--- src/pkg/pin_port_pkg.sv ---
// Shared constants and types for the touch converter host port
package pin_port_pkg;

  // ----------------------------------------------------------------
  // Converter channel numbers
  // ----------------------------------------------------------------
  localparam logic [2:0] CH_X_PLUS      = 3'h0;
  localparam logic [2:0] CH_Y_PLUS      = 3'h1;
  localparam logic [2:0] CH_Y_MINUS     = 3'h2;
  localparam logic [2:0] CH_AUX_ONE     = 3'h3;
  localparam logic [2:0] CH_AUX_TWO     = 3'h4;
  localparam logic [2:0] CH_AUX_THREE   = 3'h5;
  localparam logic [2:0] CH_BATTERY_ONE = 3'h6;
  localparam logic [2:0] CH_BATTERY_TWO = 3'h7;

  // ----------------------------------------------------------------
  // Frame layout and reset values
  // ----------------------------------------------------------------
  localparam int         WORD_BITS     = 16;
  localparam logic [4:0] BIT_COUNT_TOP = 5'h10;
  localparam logic [3:0] GPIO_DIR_RST  = 4'h0;
  localparam logic [3:0] GPIO_OUT_RST  = 4'h0;
  // Command word fields: [15] write, [14:12] opcode, [11:0] payload
  localparam int         OP_HI         = 14;
  localparam int         OP_LO         = 12;
  localparam int         SEL_HI        = 2;

  typedef enum logic [2:0]
  {
    OP_READ_RESULT = 3'h0,
    OP_SET_CHANNEL = 3'h1,
    OP_SET_GPIO    = 3'h2,
    OP_SET_AUXMODE = 3'h3,
    OP_SET_LIMITS  = 3'h4
  } opcode_t;

endpackage

--- src/pkg/serial_edge_if.sv ---
// Synchronised serial pin levels and their edge pulses
interface serial_edge_if;
  logic select_active;
  logic rise;
  logic fall;
  logic data_in;

  modport producer (output select_active, output rise, output fall, output data_in);
  modport consumer (input select_active, input rise, input fall, input data_in);
endinterface

--- src/rtl/serial_sync.sv ---
// Two-flop synchronisers and edge finder for the host serial pins
module serial_sync
(
  input  wire logic        clock_i,
  input  wire logic        rst_i,
  input  wire logic        select_n_i,
  input  wire logic        serial_clock_in_i,
  input  wire logic        serial_data_i,
  serial_edge_if.producer  edges
);
  logic [1:0] sel_sync_r;
  logic [1:0] clk_sync_r;
  logic [1:0] din_sync_r;
  logic       clk_prev_r;

  // --------------------------------------------------------------
  // Synchronisers; first stages only feed second stages
  // --------------------------------------------------------------
  always_ff @(posedge clock_i)
  begin
    if (rst_i)
    begin
      sel_sync_r <= 2'h3;
      clk_sync_r <= 2'h0;
      din_sync_r <= 2'h0;
      clk_prev_r <= 1'b0;
    end
    else
    begin
      sel_sync_r <= {sel_sync_r[0], select_n_i};
      clk_sync_r <= {clk_sync_r[0], serial_clock_in_i};
      din_sync_r <= {din_sync_r[0], serial_data_i};
      clk_prev_r <= clk_sync_r[1];
    end
  end

  // Edge pulses only count while selected
  assign edges.select_active = ~sel_sync_r[1];
  assign edges.rise          = ~sel_sync_r[1] & clk_sync_r[1] & ~clk_prev_r;
  assign edges.fall          = ~sel_sync_r[1] & ~clk_sync_r[1] & clk_prev_r;
  assign edges.data_in       = din_sync_r[1];
endmodule

--- src/rtl/touch_host_port.sv ---
// Host-facing serial port and event pins of the touch converter
// How it works
// - Select low starts conversion and enables shifting; high ignores the serial clock
// - Input bits are captured on the serial clock rising edge
// - Output bit changes on each serial clock falling edge
// - Data output is released to high impedance while select is high
// - Result-ready goes low when new results enter the results store
// - Alert goes low on a set general bit (dedicated pin, or aux pin in digital mode) or an out-of-range limit check
// - Pen-touch output is active low, otherwise held high
// - Acquisition halts while the hold input is active
// - Channels: X+ 0, Y+ 1, Y- 2, aux 3 to 5, batteries 6 and 7
// - The three auxiliary pins may be configured as general digital pins
// - One dedicated general digital pin independent of the converter
module touch_host_port
(
  input  wire logic        clock_i,
  input  wire logic        rst_i,
  input  wire logic        select_n_i,
  input  wire logic        serial_clock_in_i,
  input  wire logic        serial_data_i,
  output logic             serial_data_o,
  output logic             serial_data_oe_o,
  input  wire logic        acquisition_hold_in_i,
  input  wire logic        pen_touch_i,
  input  wire logic        result_write_i,
  input  wire logic [11:0] result_value_i,
  input  wire logic [2:0]  result_channel_i,
  input  wire logic        limit_fail_i,
  output logic             convert_start_o,
  output logic             acquire_enable_o,
  output logic [2:0]       channel_select_o,
  output logic             pen_touch_irq_n_o,
  output logic             result_ready_n_o,
  output logic             alert_n_o,
  input  wire logic [3:0]  gpio_pin_i,
  output logic [3:0]       gpio_pin_o,
  output logic [3:0]       gpio_pin_oe_o,
  output logic [2:0]       aux_digital_o
);
  import pin_port_pkg::*;

  serial_edge_if edges ();

  logic [15:0] shift_in_r;
  logic [15:0] shift_out_r;
  logic [4:0]  bit_count_r;
  logic        sel_prev_r;
  logic [11:0] results_r [0:7];
  logic [3:0]  gpio_dir_r;
  logic [3:0]  gpio_out_r;
  logic [2:0]  aux_mode_r;
  logic [2:0]  read_chan_r;
  logic [3:0]  gpio_sync0_r;
  logic [3:0]  gpio_sync1_r;
  logic [1:0]  hold_sync_r;
  logic [1:0]  pen_sync_r;
  logic        limit_flag_r;
  logic        word_done;
  logic [15:0] word_in;
  logic [3:0]  gpio_data;

  // Pin of a general bit is usable when dedicated or aux pin in digital mode
  function automatic logic [3:0] gpio_usable(input logic [2:0] mode);
    gpio_usable = {1'b1, mode};
  endfunction

  serial_sync u_sync
  (
    .clock_i           (clock_i),
    .rst_i             (rst_i),
    .select_n_i        (select_n_i),
    .serial_clock_in_i (serial_clock_in_i),
    .serial_data_i     (serial_data_i),
    .edges             (edges)
  );

  assign word_in   = {shift_in_r[14:0], edges.data_in};
  assign word_done = edges.rise && (bit_count_r == BIT_COUNT_TOP - 5'h1);

  // Data bit of a general pin: written value when output, pin level when input
  assign gpio_data = (gpio_dir_r & gpio_out_r) | (~gpio_dir_r & gpio_sync1_r);

  // --------------------------------------------------------------
  // Serial receive
  // --------------------------------------------------------------
  // Rise pulses are gated by select, so traffic while deselected is lost
  always_ff @(posedge clock_i)
  begin
    if (rst_i || !edges.select_active)
    begin
      shift_in_r  <= 16'h0000;
      bit_count_r <= 5'h00;
    end
    else if (edges.rise)
    begin
      shift_in_r  <= word_in;
      bit_count_r <= word_done ? 5'h00 : bit_count_r + 5'h01;
    end
  end

  // Decode a complete command word; partial words are dropped on deselect
  always_ff @(posedge clock_i)
  begin
    if (rst_i)
    begin
      gpio_dir_r       <= GPIO_DIR_RST;
      gpio_out_r       <= GPIO_OUT_RST;
      aux_mode_r       <= 3'h0;
      channel_select_o <= CH_X_PLUS;
      read_chan_r      <= CH_X_PLUS;
    end
    else if (word_done && word_in[15])
    begin
      case (opcode_t'(word_in[OP_HI:OP_LO]))
        OP_READ_RESULT: read_chan_r      <= word_in[SEL_HI:0];
        OP_SET_CHANNEL: channel_select_o <= word_in[SEL_HI:0];
        OP_SET_GPIO:
        begin
          gpio_dir_r <= word_in[7:4];
          gpio_out_r <= word_in[3:0];
        end
        OP_SET_AUXMODE: aux_mode_r <= word_in[2:0];
        default: ;
      endcase
    end
  end

  // --------------------------------------------------------------
  // Serial transmit
  // --------------------------------------------------------------
  always_ff @(posedge clock_i)
  begin
    if (rst_i)
    begin
      sel_prev_r  <= 1'b0;
      shift_out_r <= 16'h0000;
    end
    else
    begin
      sel_prev_r <= edges.select_active;
      if (edges.select_active && !sel_prev_r) // Load selected result at frame start
        shift_out_r <= {1'b0, read_chan_r, results_r[read_chan_r]};
      else if (edges.fall)
        shift_out_r <= {shift_out_r[14:0], 1'b0};
    end
  end

  // Output enable follows select only; the wire floats when deselected
  always_ff @(posedge clock_i)
  begin
    if (rst_i)
    begin
      serial_data_oe_o <= 1'b0;
      serial_data_o    <= 1'b0;
      convert_start_o  <= 1'b0;
    end
    else
    begin
      serial_data_oe_o <= edges.select_active;
      serial_data_o    <= shift_out_r[15];
      convert_start_o  <= edges.select_active && !sel_prev_r;
    end
  end

  // --------------------------------------------------------------
  // Results store and event pins
  // --------------------------------------------------------------
  always_ff @(posedge clock_i)
  begin
    if (rst_i)
    begin
      for (int i = 0; i < 8; i++)
        results_r[i] <= 12'h000;
    end
    else if (result_write_i)
      results_r[result_channel_i] <= result_value_i;
  end

  // Ready is cleared by a result read; a new write in that cycle wins
  always_ff @(posedge clock_i)
  begin
    if (rst_i)
      result_ready_n_o <= 1'b1;
    else if (result_write_i)
      result_ready_n_o <= 1'b0;
    else if (word_done && word_in[15] && word_in[OP_HI:OP_LO] == OP_READ_RESULT)
      result_ready_n_o <= 1'b1;
  end

  // Limit fault latched until rewritten limits; sticky so a short miss shows
  always_ff @(posedge clock_i)
  begin
    if (rst_i)
      limit_flag_r <= 1'b0;
    else if (limit_fail_i)
      limit_flag_r <= 1'b1;
    else if (word_done && word_in[15] && word_in[OP_HI:OP_LO] == OP_SET_LIMITS)
      limit_flag_r <= 1'b0;
  end

  // Pen and hold come from outside this clock, so they are synchronised
  always_ff @(posedge clock_i)
  begin
    if (rst_i)
    begin
      hold_sync_r       <= 2'h0;
      pen_sync_r        <= 2'h0;
      pen_touch_irq_n_o <= 1'b1;
      acquire_enable_o  <= 1'b1;
      alert_n_o         <= 1'b1;
    end
    else
    begin
      hold_sync_r       <= {hold_sync_r[0], acquisition_hold_in_i};
      pen_sync_r        <= {pen_sync_r[0], pen_touch_i};
      pen_touch_irq_n_o <= ~pen_sync_r[1];
      acquire_enable_o  <= ~hold_sync_r[1];
      alert_n_o         <= ~(limit_flag_r | |(gpio_data & gpio_usable(aux_mode_r)));
    end
  end

  // --------------------------------------------------------------
  // General-purpose pins
  // --------------------------------------------------------------
  // Aux pins in analogue mode never drive, protecting the converter input
  always_ff @(posedge clock_i)
  begin
    if (rst_i)
    begin
      gpio_pin_o    <= 4'h0;
      gpio_pin_oe_o <= 4'h0;
      aux_digital_o <= 3'h0;
      gpio_sync0_r  <= 4'h0;
      gpio_sync1_r  <= 4'h0;
    end
    else
    begin
      gpio_pin_o    <= gpio_out_r;
      gpio_pin_oe_o <= gpio_dir_r & gpio_usable(aux_mode_r);
      aux_digital_o <= aux_mode_r;
      gpio_sync0_r  <= gpio_pin_i;
      gpio_sync1_r  <= gpio_sync0_r;
    end
  end

  // --------------------------------------------------------------
  // Checks
  // --------------------------------------------------------------
  property p_release;
    @(posedge clock_i) disable iff (rst_i)
      !edges.select_active |=> !serial_data_oe_o;
  endproperty
  a_release: assert property (p_release) else $error("output driven while deselected");

  property p_ready;
    @(posedge clock_i) disable iff (rst_i)
      result_write_i |=> !result_ready_n_o;
  endproperty
  a_ready: assert property (p_ready) else $error("ready not asserted after write");

  property p_hold;
    @(posedge clock_i) disable iff (rst_i)
      hold_sync_r[1] |=> !acquire_enable_o;
  endproperty
  a_hold: assert property (p_hold) else $error("acquire while held");

  property p_alert;
    @(posedge clock_i) disable iff (rst_i)
      limit_fail_i |=> ##1 !alert_n_o;
  endproperty
  a_alert: assert property (p_alert) else $error("alert missing");

  property p_shift;
    @(posedge clock_i) disable iff (rst_i)
      (edges.fall && sel_prev_r) |=> shift_out_r == {$past(shift_out_r[14:0]), 1'b0};
  endproperty
  a_shift: assert property (p_shift) else $error("output not shifted on fall");

  property p_idle;
    @(posedge clock_i) disable iff (rst_i)
      !edges.select_active |=> bit_count_r == 5'h00;
  endproperty
  a_idle: assert property (p_idle) else $error("count moved while deselected");

  property p_analog;
    @(posedge clock_i) disable iff (rst_i)
      (aux_mode_r == 3'h0) |=> gpio_pin_oe_o[2:0] == 3'h0;
  endproperty
  a_analog: assert property (p_analog) else $error("analogue aux pin driven");

  property p_pen;
    @(posedge clock_i) disable iff (rst_i)
      pen_sync_r[1] |=> !pen_touch_irq_n_o;
  endproperty
  a_pen: assert property (p_pen) else $error("pen not signalled");

  property p_capture;
    @(posedge clock_i) disable iff (rst_i)
      edges.rise |=> shift_in_r == $past(word_in);
  endproperty
  a_capture: assert property (p_capture) else $error("input bit not captured");

  property p_start;
    @(posedge clock_i) disable iff (rst_i)
      convert_start_o |=> !convert_start_o;
  endproperty
  a_start: assert property (p_start) else $error("start pulse too long");
endmodule

--- config.mk ---
export PLATFORM = sky130hd
export DESIGN_NAME = touch_host_port
export DESIGN_NICKNAME = d
export VERILOG_FILES = /design/src/pkg/pin_port_pkg.sv /design/src/pkg/serial_edge_if.sv /design/src/rtl/serial_sync.sv /design/src/rtl/touch_host_port.sv
export SDC_FILE = /design/constraint.sdc
export NUM_CORES = 1
export LEC_CHECK = 0
export ABC_AREA = 0
export ABC_CLOCK_PERIOD_IN_PS = 1700
export BUFFER_PORTS_ARGS = -buffer_cell sky130_fd_sc_hd__buf_2
export CORE_MARGIN = 3
export CORE_UTILIZATION = 52
export CTS_CLUSTER_DIAMETER = 40
export DETAILED_ROUTE_END_ITERATION = 10
export GPL_TIMING_DRIVEN = 0
export MAX_ROUTING_LAYER = met4
export PLACE_DENSITY = 0.84
export SLEW_MARGIN = 0
export SYNTH_ARGS = -nofsm -noshare
export SYNTH_HDL_FRONTEND = slang
export SYNTH_SLANG_ARGS = --single-unit
--- constraint.sdc ---
create_clock -name clock_i -period 1.7 [get_ports clock_i]
set_input_delay 0.34 -clock clock_i [delete_from_list [all_inputs] [get_ports clock_i]]
set_output_delay 0.34 -clock clock_i [all_outputs]
set_load 0.01 [all_outputs]
==> flow_summary_export.csv, run 1 <==
group,metric,value,unit
routing,vias,4708,
sta,worst_pin_slew,0.577,ns
layout,antennaDiodeCount,0,
critical_path,critPathMaxFanout,8,
synth,synth_area_leaders,"edfxtp_1 38%, dfxtp_1 25%, and2_1 8.1%",
synth,yosysUniqueCellTypes,52,
place,post_dp_cell_area,8150,µm²
synth,ys_seq_area_share,62.3,%
power_and_ir_drop,power.density,1080,nW/µm²
worst_hold_path,hold_path_class,"in2reg",
sta,hold_viol,0,
die,core-area,14100,µm²
die,io_pins,49,
place,port_buffers,48,
synth,synth_edf_count,96,
clocking,h-tree-depth,4,
sta,timing.fmax,561,MHz
routing,finalWirelength,16.1,mm
synth,synth_top_area_cell,"edfxtp_1",
sta,relSlewSlack,61.4,%
outcome,status,"finished with violations",
synth,netlist_area,7650,µm²
sta,setup_violations,21,
synth,synth_flop_cell,"edfxtp_1",
synth,synthCells,574,
die,die_y,127,µm
sta,fin_crit,1.78,ns
critical_path,cp-start-kind,"flip-flop",
clocking,ctsHoldBuffers,0,
synth,synth_top_area_share,37.7,%
die,die_width,127,µm
sta,fin_crit_sh,105,%
power_and_ir_drop,power.leakage,3.30,nW
synth,synthTopCellsByCount,"99 x and2_1, 96 x edfxtp_1, 94 x dfxtp_1, 38 x nor2_1, 32 x mux2i_1",
routing,wl_per_cell,19.2,µm
critical_path,required,2.01,ns
layout,nets,674,
place,place_ws,-0.398,ns
synth,yosysWarnings,0,
routing,ant_nets,0,
layout,final_area,8820,µm²
critical_path,critPathArrivalTime,2.09,ns
sta,whs,0.0840,ns
clocking,clock_latency,0.44,ns
grt,antenna_found_initial,0,
outcome,violations,"setup timing",
layout,layout-drive-gt1-share,26.0,%
grt,grt_start_max_net_pins,18,
die,placementRows,43,
routing,drtPass1Iterations,5,
critical_path,endpoint_kind,"flip-flop",
synth,syn_avg_cell_area,13.3,µm²
clocking,cts-buffers-inserted,17,
clocking,clock_sinks,190,
layout,syn_to_final_growth,15.3,%
synth,ys_ff_latch,190,
grt,first_global_vias,4926,
synth,synth_most_common_cell,"and2_1",
synth,synth_fp_nets,604,
critical_path,critPathKind,"reg2reg",
place,place_congestion,0.844,
grt,grt_pass1_wl,25.8,mm
clocking,clkTransAtPathRegs,0.07,ns
die,initial_utilization,54.1,%
die,die-area,16200,µm²
sta,skew,0.00798,ns
clocking,cts_tree,"yes",
grt,grt_usage,21.5,%
sta,rsz0062_at_grt,"yes",
routing,via_per_inst,5.62,
place,hpwl,10.9,mm
clocking,cts-root-buf,"clkbuf_16",
grt,grt-ovfl-total,0,
clocking,clk_path_buf_depth,2,
synth,synth-async-reset-ratio,0,%
routing,first_iter_violations,327,
layout,fin_util,62.3,%
routing,remaining_drc_errors,0,
power_and_ir_drop,ir_worst_vdd,0.872,mV
job,max-cap-violations,0,
sta,layout_setup_ws,-0.0824,ns
sta,drv_slew,0,
-- worst paths after layout --
| kind | start | end | slack (ns) | depth (start not counted) |
|---|---|---|---|---|
| worst min-delay path | select_n_i | u_sync.sel_sync_r[0] | 0.08 | 2 |
| worst max-delay path | bit_count_r[1] | gpio_out_r[0] | -0.08 | 8 |
| worst min register to register | pen_sync_r[1] | pen_touch_irq_n_o | 0.38 | 1 |
| worst max register to register | bit_count_r[1] | gpio_out_r[0] | -0.08 | 8 |
-- worst max-delay path, cell delays in order (launching register included) --
cell	delay, ns
dfxtp_4	0.37
ha_4	0.17
and3_4	0.18
ha_4	0.15
and3b_2	0.23
nand4b_1	0.12
buf_6	0.16
mux2i_1	0.21
nor2_1	0.07
-- sequential cells by signal (all words and copies together) (netlist names), 4 cells and up, named ones only --
register,flops
results_r,96
shift_out_r,16
shift_in_r,15
bit_count_r,5
gpio_dir_r,4
gpio_out_r,4
gpio_pin_o,4
gpio_pin_oe_o,4
gpio_sync0_r,4
gpio_sync1_r,4
-- final cells by class --
cell class | count | area (µm²)
Tap cell | 180 | 225
Fill cell | 1056 | 5330
Inverter | 2 | 7.51
Buffer | 34 | 215
Clock inverter | 12 | 136
Multi-Input combinational cell | 346 | 2720
Clock buffer | 20 | 468
Timing Repair Buffer | 53 | 278
Sequential cell | 190 | 4770
-- where the power goes --
group | internal [mW] | total (mW) | switching [mW] | leakage, nW
Clock | 2.31 | 4.04 | 1.73 | 0.301
Combinational | 0.154 | 0.390 | 0.235 | 1.32
Sequential | 5.00 | 5.06 | 0.0657 | 1.69
-- per-stage QoR --
| step | TNS (ns) | cells | power (mW) |
|---|---|---|---|
| final | -0.937 | 837 | 9.49 |
| after global routing | -2.49 | 837 | 9.76 |
| after CTS | -1.43 | 835 | 9.51 |
| after detailed placement | -41.92 | 802 | 5.55 |
| after global placement | -33.05 | 802 | 5.51 |
| after floorplan | -0.0875 | 574 | 5.37 |
-- placed cells by master (no fill, tap or decap), drive strengths merged, types with 3 or more instances in the layout --
cell     n
nand2b   6
inv      8
nor2    40
mux2     5
dfxtp   94
o22ai   11
clkbuf  37
bufinv   3
nand2   21
or2     12
nand3b   3
nor3     5
edfxtp  96
a211oi  15
nor2b   28
mux2i   32
o221a    6
mux4    23
and2    99
buf     70
a21oi   14
o21ai    4
-- layer usage --
metal	part of all wire [%]	vias to the layer above	track usage, %
met5	0	-	-
met4	2.0	0	7.70
met3	5.3	27	5.18
met2	52	159	36.5
met1	41	2326	25.1
li1	-	2196	-
-- cell families (layout without fill, tap and decap cells) --
kind of cell	after synthesis	in the layout	synth area share (%)
DFF	190	190	62.3
AOI/OAI and AO/OA	58	58	5.51
and+or+nand+nor	226	226	17.1
buffers and inverters	38	121	3.01
adders and majority gates	2	2	0.327
muxes	60	60	11.7
-- repair_timing --
item | CTS | global route
gates resized for setup | 4 | 12
endpoints found under the setup margin | 21 | 128
hold endpoints to repair | 0 | 0
pin swaps | 2 | 3
buffers inserted | 2 | 3
No activity file was read; power rests on OpenSTA's default activity.
==> run 2, diff against run 1 <==
--- a/config.mk
+++ b/config.mk
@@ -19,3 +19,4 @@
 export SYNTH_ARGS = -nofsm -noshare
 export SYNTH_HDL_FRONTEND = slang
 export SYNTH_SLANG_ARGS = --single-unit
+export TNS_END_PERCENT = 10
==> run 2 against run 1 <==
Against the previous run:
- largest power group unchanged
- clock skew rose by 0.0024 ns
- the flow still finishes with violations (setup timing)
- total power barely moved
- sequential power barely moved
- largest cell class unchanged
- via count fell by 0.53%
==> flow_summary_export.csv, run 2 (synthesis gave the netlist of run 1 again) <==
group,metric,value,unit
outcome,status,"finished with violations",
outcome,violations,"setup timing",
die,core-area,14100,µm²
critical_path,required,2.01,ns
sta,layout_setup_ws,-0.0838,ns
critical_path,critPathArrivalTime,2.09,ns
routing,met2_length,8.30,mm
sta,drv_slew,0,
routing,wl_met1,6.48,mm
clocking,cts_tree,"yes",
worst_hold_path,hold_path_class,"in2reg",
critical_path,r2r_slack,-0.08,ns
sta,skew,0.0103,ns
power_and_ir_drop,power_frac_clock,42.5,%
routing,drtPass1Iterations,5,
clocking,ctsHoldBuffers,0,
place,post_dp_cell_area,8150,µm²
grt,grt_pass1_wl,25.8,mm
power_and_ir_drop,switchingPower,2.03,mW
grt,grt_usage,21.5,%
die,io_pins,49,
place,place_ws,-0.398,ns
sta,setup_violations,20,
grt,grt-ovfl-total,0,
power_and_ir_drop,power.leakage,3.30,nW
power_and_ir_drop,power.density,1080,nW/µm²
layout,antennaDiodeCount,0,
routing,wl_per_cell,19.2,µm
layout,nets,674,
layout,largest_reg_flops,96,
routing,via_per_inst,5.59,
power_and_ir_drop,power_switching_share,21.4,%
sta,timing.fmax,561,MHz
sta,fin_setup_tns,-0.893,ns
critical_path,critPathKind,"reg2reg",
die,die_width,127,µm
routing,highest_layer,"met4",
clocking,clkTransAtPathRegs,0.07,ns
sta,rsz0062_at_grt,"yes",
routing,remaining_drc_errors,0,
routing,ant_nets,0,
die,die_y,127,µm
die,initial_utilization,54.1,%
layout,layout-drive-gt1-share,25.9,%
grt,first_global_vias,4926,
die,placementRows,43,
layout,largestRegisters,"results_r: 96 flops, shift_out_r: 16 flops, shift_in_r: 15 flops",
clocking,clock_sinks,190,
routing,vias,4683,
clocking,cts-buffers-inserted,17,
layout,fin_cells,837,
place,place_inst,802,
sta,hold_viol,0,
clocking,h-tree-depth,4,
layout,final_common_cell,"and2_1",
job,max-cap-violations,0,
power_and_ir_drop,ir_worst_vdd,0.873,mV
clocking,clock_latency,0.44,ns
sta,worst_pin_slew,0.572,ns
layout,regMostFlops,"results_r",
clocking,clk_path_buf_depth,2,
layout,most-common-layout-cells,"99 x and2_1, 96 x edfxtp_1, 92 x dfxtp_1",
power_and_ir_drop,internal_power,7.46,mW
routing,met3_length,940,µm
place,place_congestion,0.844,
sta,fin_crit_sh,105,%
routing,first_iter_violations,338,
routing,finalWirelength,16.0,mm
clocking,cts-root-buf,"clkbuf_16",
critical_path,critPathMaxFanout,8,
critical_path,endpoint_kind,"flip-flop",
power_and_ir_drop,power.share.combinational,4.1,%
die,die-area,16200,µm²
sta,fin_crit,1.78,ns
layout,syn_to_final_growth,15.3,%
place,hpwl,10.9,mm
place,port_buffers,48,
sta,relSlewSlack,61.7,%
critical_path,cp-start-kind,"flip-flop",
power_and_ir_drop,pwr-share-seq,53.4,%
grt,grt_start_max_net_pins,18,
layout,final_area,8820,µm²
grt,antenna_found_initial,0,
-- run 2: cell count changes in the layout (fill, tap and decap cells not counted) --
cell / change
clkbuf_1: +1
clkbuf_2: -1
-- run 2: layout make-up --
| type | count | area [µm²] |
|---|---|---|
| Fill cell | 1054 | 5330 |
| Tap cell | 180 | 225 |
| Clock inverter | 12 | 136 |
| Clock buffer | 20 | 468 |
| Multi-Input combinational cell | 346 | 2720 |
| Buffer | 34 | 214 |
| Sequential cell | 190 | 4770 |
| Inverter | 2 | 7.51 |
| Timing Repair Buffer | 53 | 278 |
-- run 2: final timing paths --
| path | end | from | cells after the start |
|---|---|---|---|
| worst max-delay path | gpio_out_r[0] | bit_count_r[1] | 8 |
| worst min-delay path | u_sync.sel_sync_r[0] | select_n_i | 2 |
| worst max register to register | gpio_out_r[0] | bit_count_r[1] | 8 |
| worst min register to register | pen_touch_irq_n_o | pen_sync_r[1] | 1 |
-- run 2: stage by stage --
| step | util [%] | power (mW) | hold slack (ns) |
|---|---|---|---|
| 5_1_grt | 62.3 | 9.76 | 0.0904 |
| 3_5_place_dp | 57.6 | 5.55 | 0.376 |
| 3_3_place_gp | 57.6 | 5.51 | 0.359 |
| 6_report | 62.3 | 9.49 | 0.0859 |
| 4_1_cts | 62.0 | 9.51 | 0.0764 |
| 2_1_floorplan | - | 5.37 | 0.356 |
-- run 2: timing repair --
action / in CTS / in global routing
pin swaps: 2 / 3
buffers inserted: 2 / 3
setup endpoints to repair: 21 / 128
hold endpoints to repair: 0 / 0
gates cloned: 0 / 0
gates resized for setup: 4 / 10
-- run 2: power by group through the flow --
| stage | registers [mW] | logic (mW) | clock network (mW) |
|---|---|---|---|
| global route | 5.08 | 0.426 | 4.25 |
| global placement | 5.14 | 0.368 | 0 |
| CTS | 5.06 | 0.389 | 4.06 |
| detailed placement | 5.16 | 0.384 | 0 |
| floorplan | 5.14 | 0.235 | 0 |
| finish | 5.06 | 0.390 | 4.04 |
-- run 2: critical path: stages (launching register included) --
cell and delay [ns]:
dfxtp_4 0.37, ha_4 0.17, and3_4 0.18, ha_4 0.15, and3b_2 0.23, nand4b_1 0.12
buf_6 0.17, mux2i_1 0.21, nor2_1 0.07
-- run 2: metal layers --
metal	track usage [%]	vias up
met4	7.70	0
met1	25.1	2311
met2	36.5	149
met5	-	-
met3	5.18	27
li1	-	2196
==> run 3, diff against run 2 <==
--- a/config.mk
+++ b/config.mk
@@ -6,7 +6,7 @@
 export NUM_CORES = 1
 export LEC_CHECK = 0
 export ABC_AREA = 0
-export ABC_CLOCK_PERIOD_IN_PS = 1700
+export ABC_CLOCK_PERIOD_IN_PS = 1880
 export BUFFER_PORTS_ARGS = -buffer_cell sky130_fd_sc_hd__buf_2
 export CORE_MARGIN = 3
 export CORE_UTILIZATION = 52
@@ -14,7 +14,7 @@
 export DETAILED_ROUTE_END_ITERATION = 10
 export GPL_TIMING_DRIVEN = 0
 export MAX_ROUTING_LAYER = met4
-export PLACE_DENSITY = 0.84
+export PLACE_DENSITY = 0.81
 export SLEW_MARGIN = 0
 export SYNTH_ARGS = -nofsm -noshare
 export SYNTH_HDL_FRONTEND = slang
==> constraint.sdc (replaced) <==
create_clock -name clock_i -period 1.88 [get_ports clock_i]
set_input_delay 0.376 -clock clock_i [delete_from_list [all_inputs] [get_ports clock_i]]
set_output_delay 0.376 -clock clock_i [all_outputs]
set_load 0.01 [all_outputs]
==> run 3 against run 2 <==
Against the previous run:
- the flow now finishes without violations
- first-iteration DRC count down 24%
- setup slack better by 0.13 ns
- sequential cell count stayed put
- sequential share of layout area increased by 0.37 points
- worst hold slack improved by 0.041 ns
- via count about the same
- global-route usage shrank 0.95 points
- combinational power decreased by 11%
- non-clock buffer count up 3
- highest routed layer unchanged
==> flow_summary_export.csv, run 3 (synthesis gave the netlist of run 1 again) <==
group,metric,value,unit
layout,nets,677,
critical_path,startpoint,"bit_count_r[1]",
routing,met3_length,648,µm
sta,fin_crit,1.84,ns
die,die_y,127,µm
routing,highest_layer,"met4",
grt,grt_pass1_wl,24.9,mm
sta,drv_slew,0,
clocking,clk_path_buf_depth,2,
routing,met2_length,8.02,mm
grt,first_global_vias,4731,
grt,grt-ovfl-total,0,
critical_path,critPathMaxFanout,8,
sta,relSlewSlack,63.2,%
critical_path,crit_family,"simple AND/OR/NAND/NOR gates",
clocking,cts-root-buf,"clkbuf_16",
die,io_pins,49,
die,die_width,127,µm
sta,worst_pin_slew,0.550,ns
sta,fin_setup_tns,0,ns
routing,first_iter_violations,257,
sta,whs,0.127,ns
critical_path,crit_slowest_cell,"dfxtp_4",
die,initial_utilization,54.1,%
critical_path,r2r-start,"bit_count_r[1]",
clocking,clkTransAtPathRegs,0.07,ns
layout,largestRegisters,"results_r: 96 flops, shift_out_r: 16 flops, shift_in_r: 15 flops",
grt,antenna_found_initial,0,
layout,largest_reg_flops,96,
routing,drtPass1Iterations,5,
place,place_congestion,0.791,
sta,timing.fmax,545,MHz
layout,fin_util,61.9,%
layout,antennaDiodeCount,0,
power_and_ir_drop,ir_worst_vdd,0.694,mV
routing,wl_met1,6.54,mm
critical_path,critPathKind,"reg2reg",
critical_path,endpoint_kind,"flip-flop",
critical_path,rr_endpoint,"gpio_dir_r[0]",
place,port_buffers,48,
clocking,clock_latency,0.43,ns
routing,via_per_inst,5.58,
layout,most-common-layout-cells,"99 x and2_1, 96 x edfxtp_1, 92 x dfxtp_1",
worst_hold_path,hold_path_class,"in2reg",
critical_path,path_buf_inv,2,
routing,vias,4684,
power_and_ir_drop,power.leakage,3.28,nW
layout,syn_to_final_growth,14.4,%
clocking,cts-buffers-inserted,17,
critical_path,r2r_slack,0.04,ns
critical_path,cp-start-kind,"flip-flop",
critical_path,required,2.19,ns
routing,ant_nets,0,
routing,remaining_drc_errors,0,
critical_path,crit_path_max_incr_delay,0.36,ns
sta,hold_viol,0,
place,hpwl,10.7,mm
grt,grt_start_max_net_pins,18,
die,core-area,14100,µm²
clocking,ctsHoldBuffers,0,
place,post_dp_cell_area,8120,µm²
layout,final_common_cell,"and2_1",
critical_path,cp.depth,9,
outcome,status,"completed",
die,die-area,16200,µm²
layout,layout-drive-gt1-share,25.3,%
sta,setup_violations,0,
power_and_ir_drop,power,8.27,mW
worst_hold_path,hold_depth,2,
routing,finalWirelength,15.4,mm
critical_path,crit_chain,"ha_4 > and3_4 > ha_4 > and3b_1 > buf_6 > nand4b_1 > buf_6 > mux2i_2 > nor2_1",
clocking,clock_sinks,190,
layout,regMostFlops,"results_r",
sta,fin_crit_sh,97.6,%
routing,wl_per_cell,18.4,µm
critical_path,r2r_cells,9,
critical_path,critPathArrivalTime,2.14,ns
grt,grt_usage,20.6,%
layout,final_area,8750,µm²
die,placementRows,43,
critical_path,cp-endpoint,"gpio_dir_r[0]",
sta,skew,0.00768,ns
power_and_ir_drop,power.density,945,nW/µm²
clocking,h-tree-depth,4,
job,max-cap-violations,0,
clocking,cts_tree,"yes",
## run 3: cell count changes in the layout (fill, tap and decap cells not counted), sizes merged
cell	previous run	this run
bufinv	3	0
clkinv	1	5
inv	8	7
buf	70	73
clkbuf	37	38
clkinvlp	2	1
## run 3: how the worst min path moves through the flow
stage,from,end,slack (ns)
2_1_floorplan,hold_sync_r[1],acquire_enable_o,0.36
3_3_place_gp,pen_sync_r[1],pen_touch_irq_n_o,0.36
3_5_place_dp,pen_sync_r[1],pen_touch_irq_n_o,0.37
4_1_cts,select_n_i,u_sync.sel_sync_r[0],0.12
5_1_grt,select_n_i,u_sync.sel_sync_r[0],0.12
6_report,select_n_i,u_sync.sel_sync_r[0],0.13
## run 3: layer usage
metal  track usage [%]  vias up
li1                  -     2198
met1              24.9     2355
met2              35.0      111
met3              3.80       20
met4              6.75        0
met5                 -        -
## run 3: layout make-up
| type | instances | area, µm² |
|---|---|---|
| Clock inverter | 11 | 80.1 |
| Fill cell | 1061 | 5400 |
| Sequential cell | 190 | 4770 |
| Buffer | 36 | 226 |
| Clock buffer | 21 | 472 |
| Tap cell | 180 | 225 |
| Timing Repair Buffer | 54 | 285 |
| Inverter | 2 | 7.51 |
| Multi-Input combinational cell | 346 | 2690 |
## run 3: power breakdown
| group | switching [mW] | total, mW | internal [mW] |
|---|---|---|---|
| combinational | 0.208 | 0.346 | 0.138 |
| clock | 1.53 | 3.35 | 1.82 |
| sequential | 0.0604 | 4.58 | 4.52 |
## run 3: through the flow
stage	cells	worst slack, ns
after floorplan	574	0.0514
after CTS	836	0.0155
after global placement	802	-0.227
after detailed placement	802	-0.264
after global routing	840	-0.000290
final	840	0.0443
## run 3: timing repair
| action | CTS | global route |
|---|---|---|
| endpoints found under the setup margin | 20 | 19 |
| resized for setup | 6 | 4 |
| setup buffers | 2 | 4 |
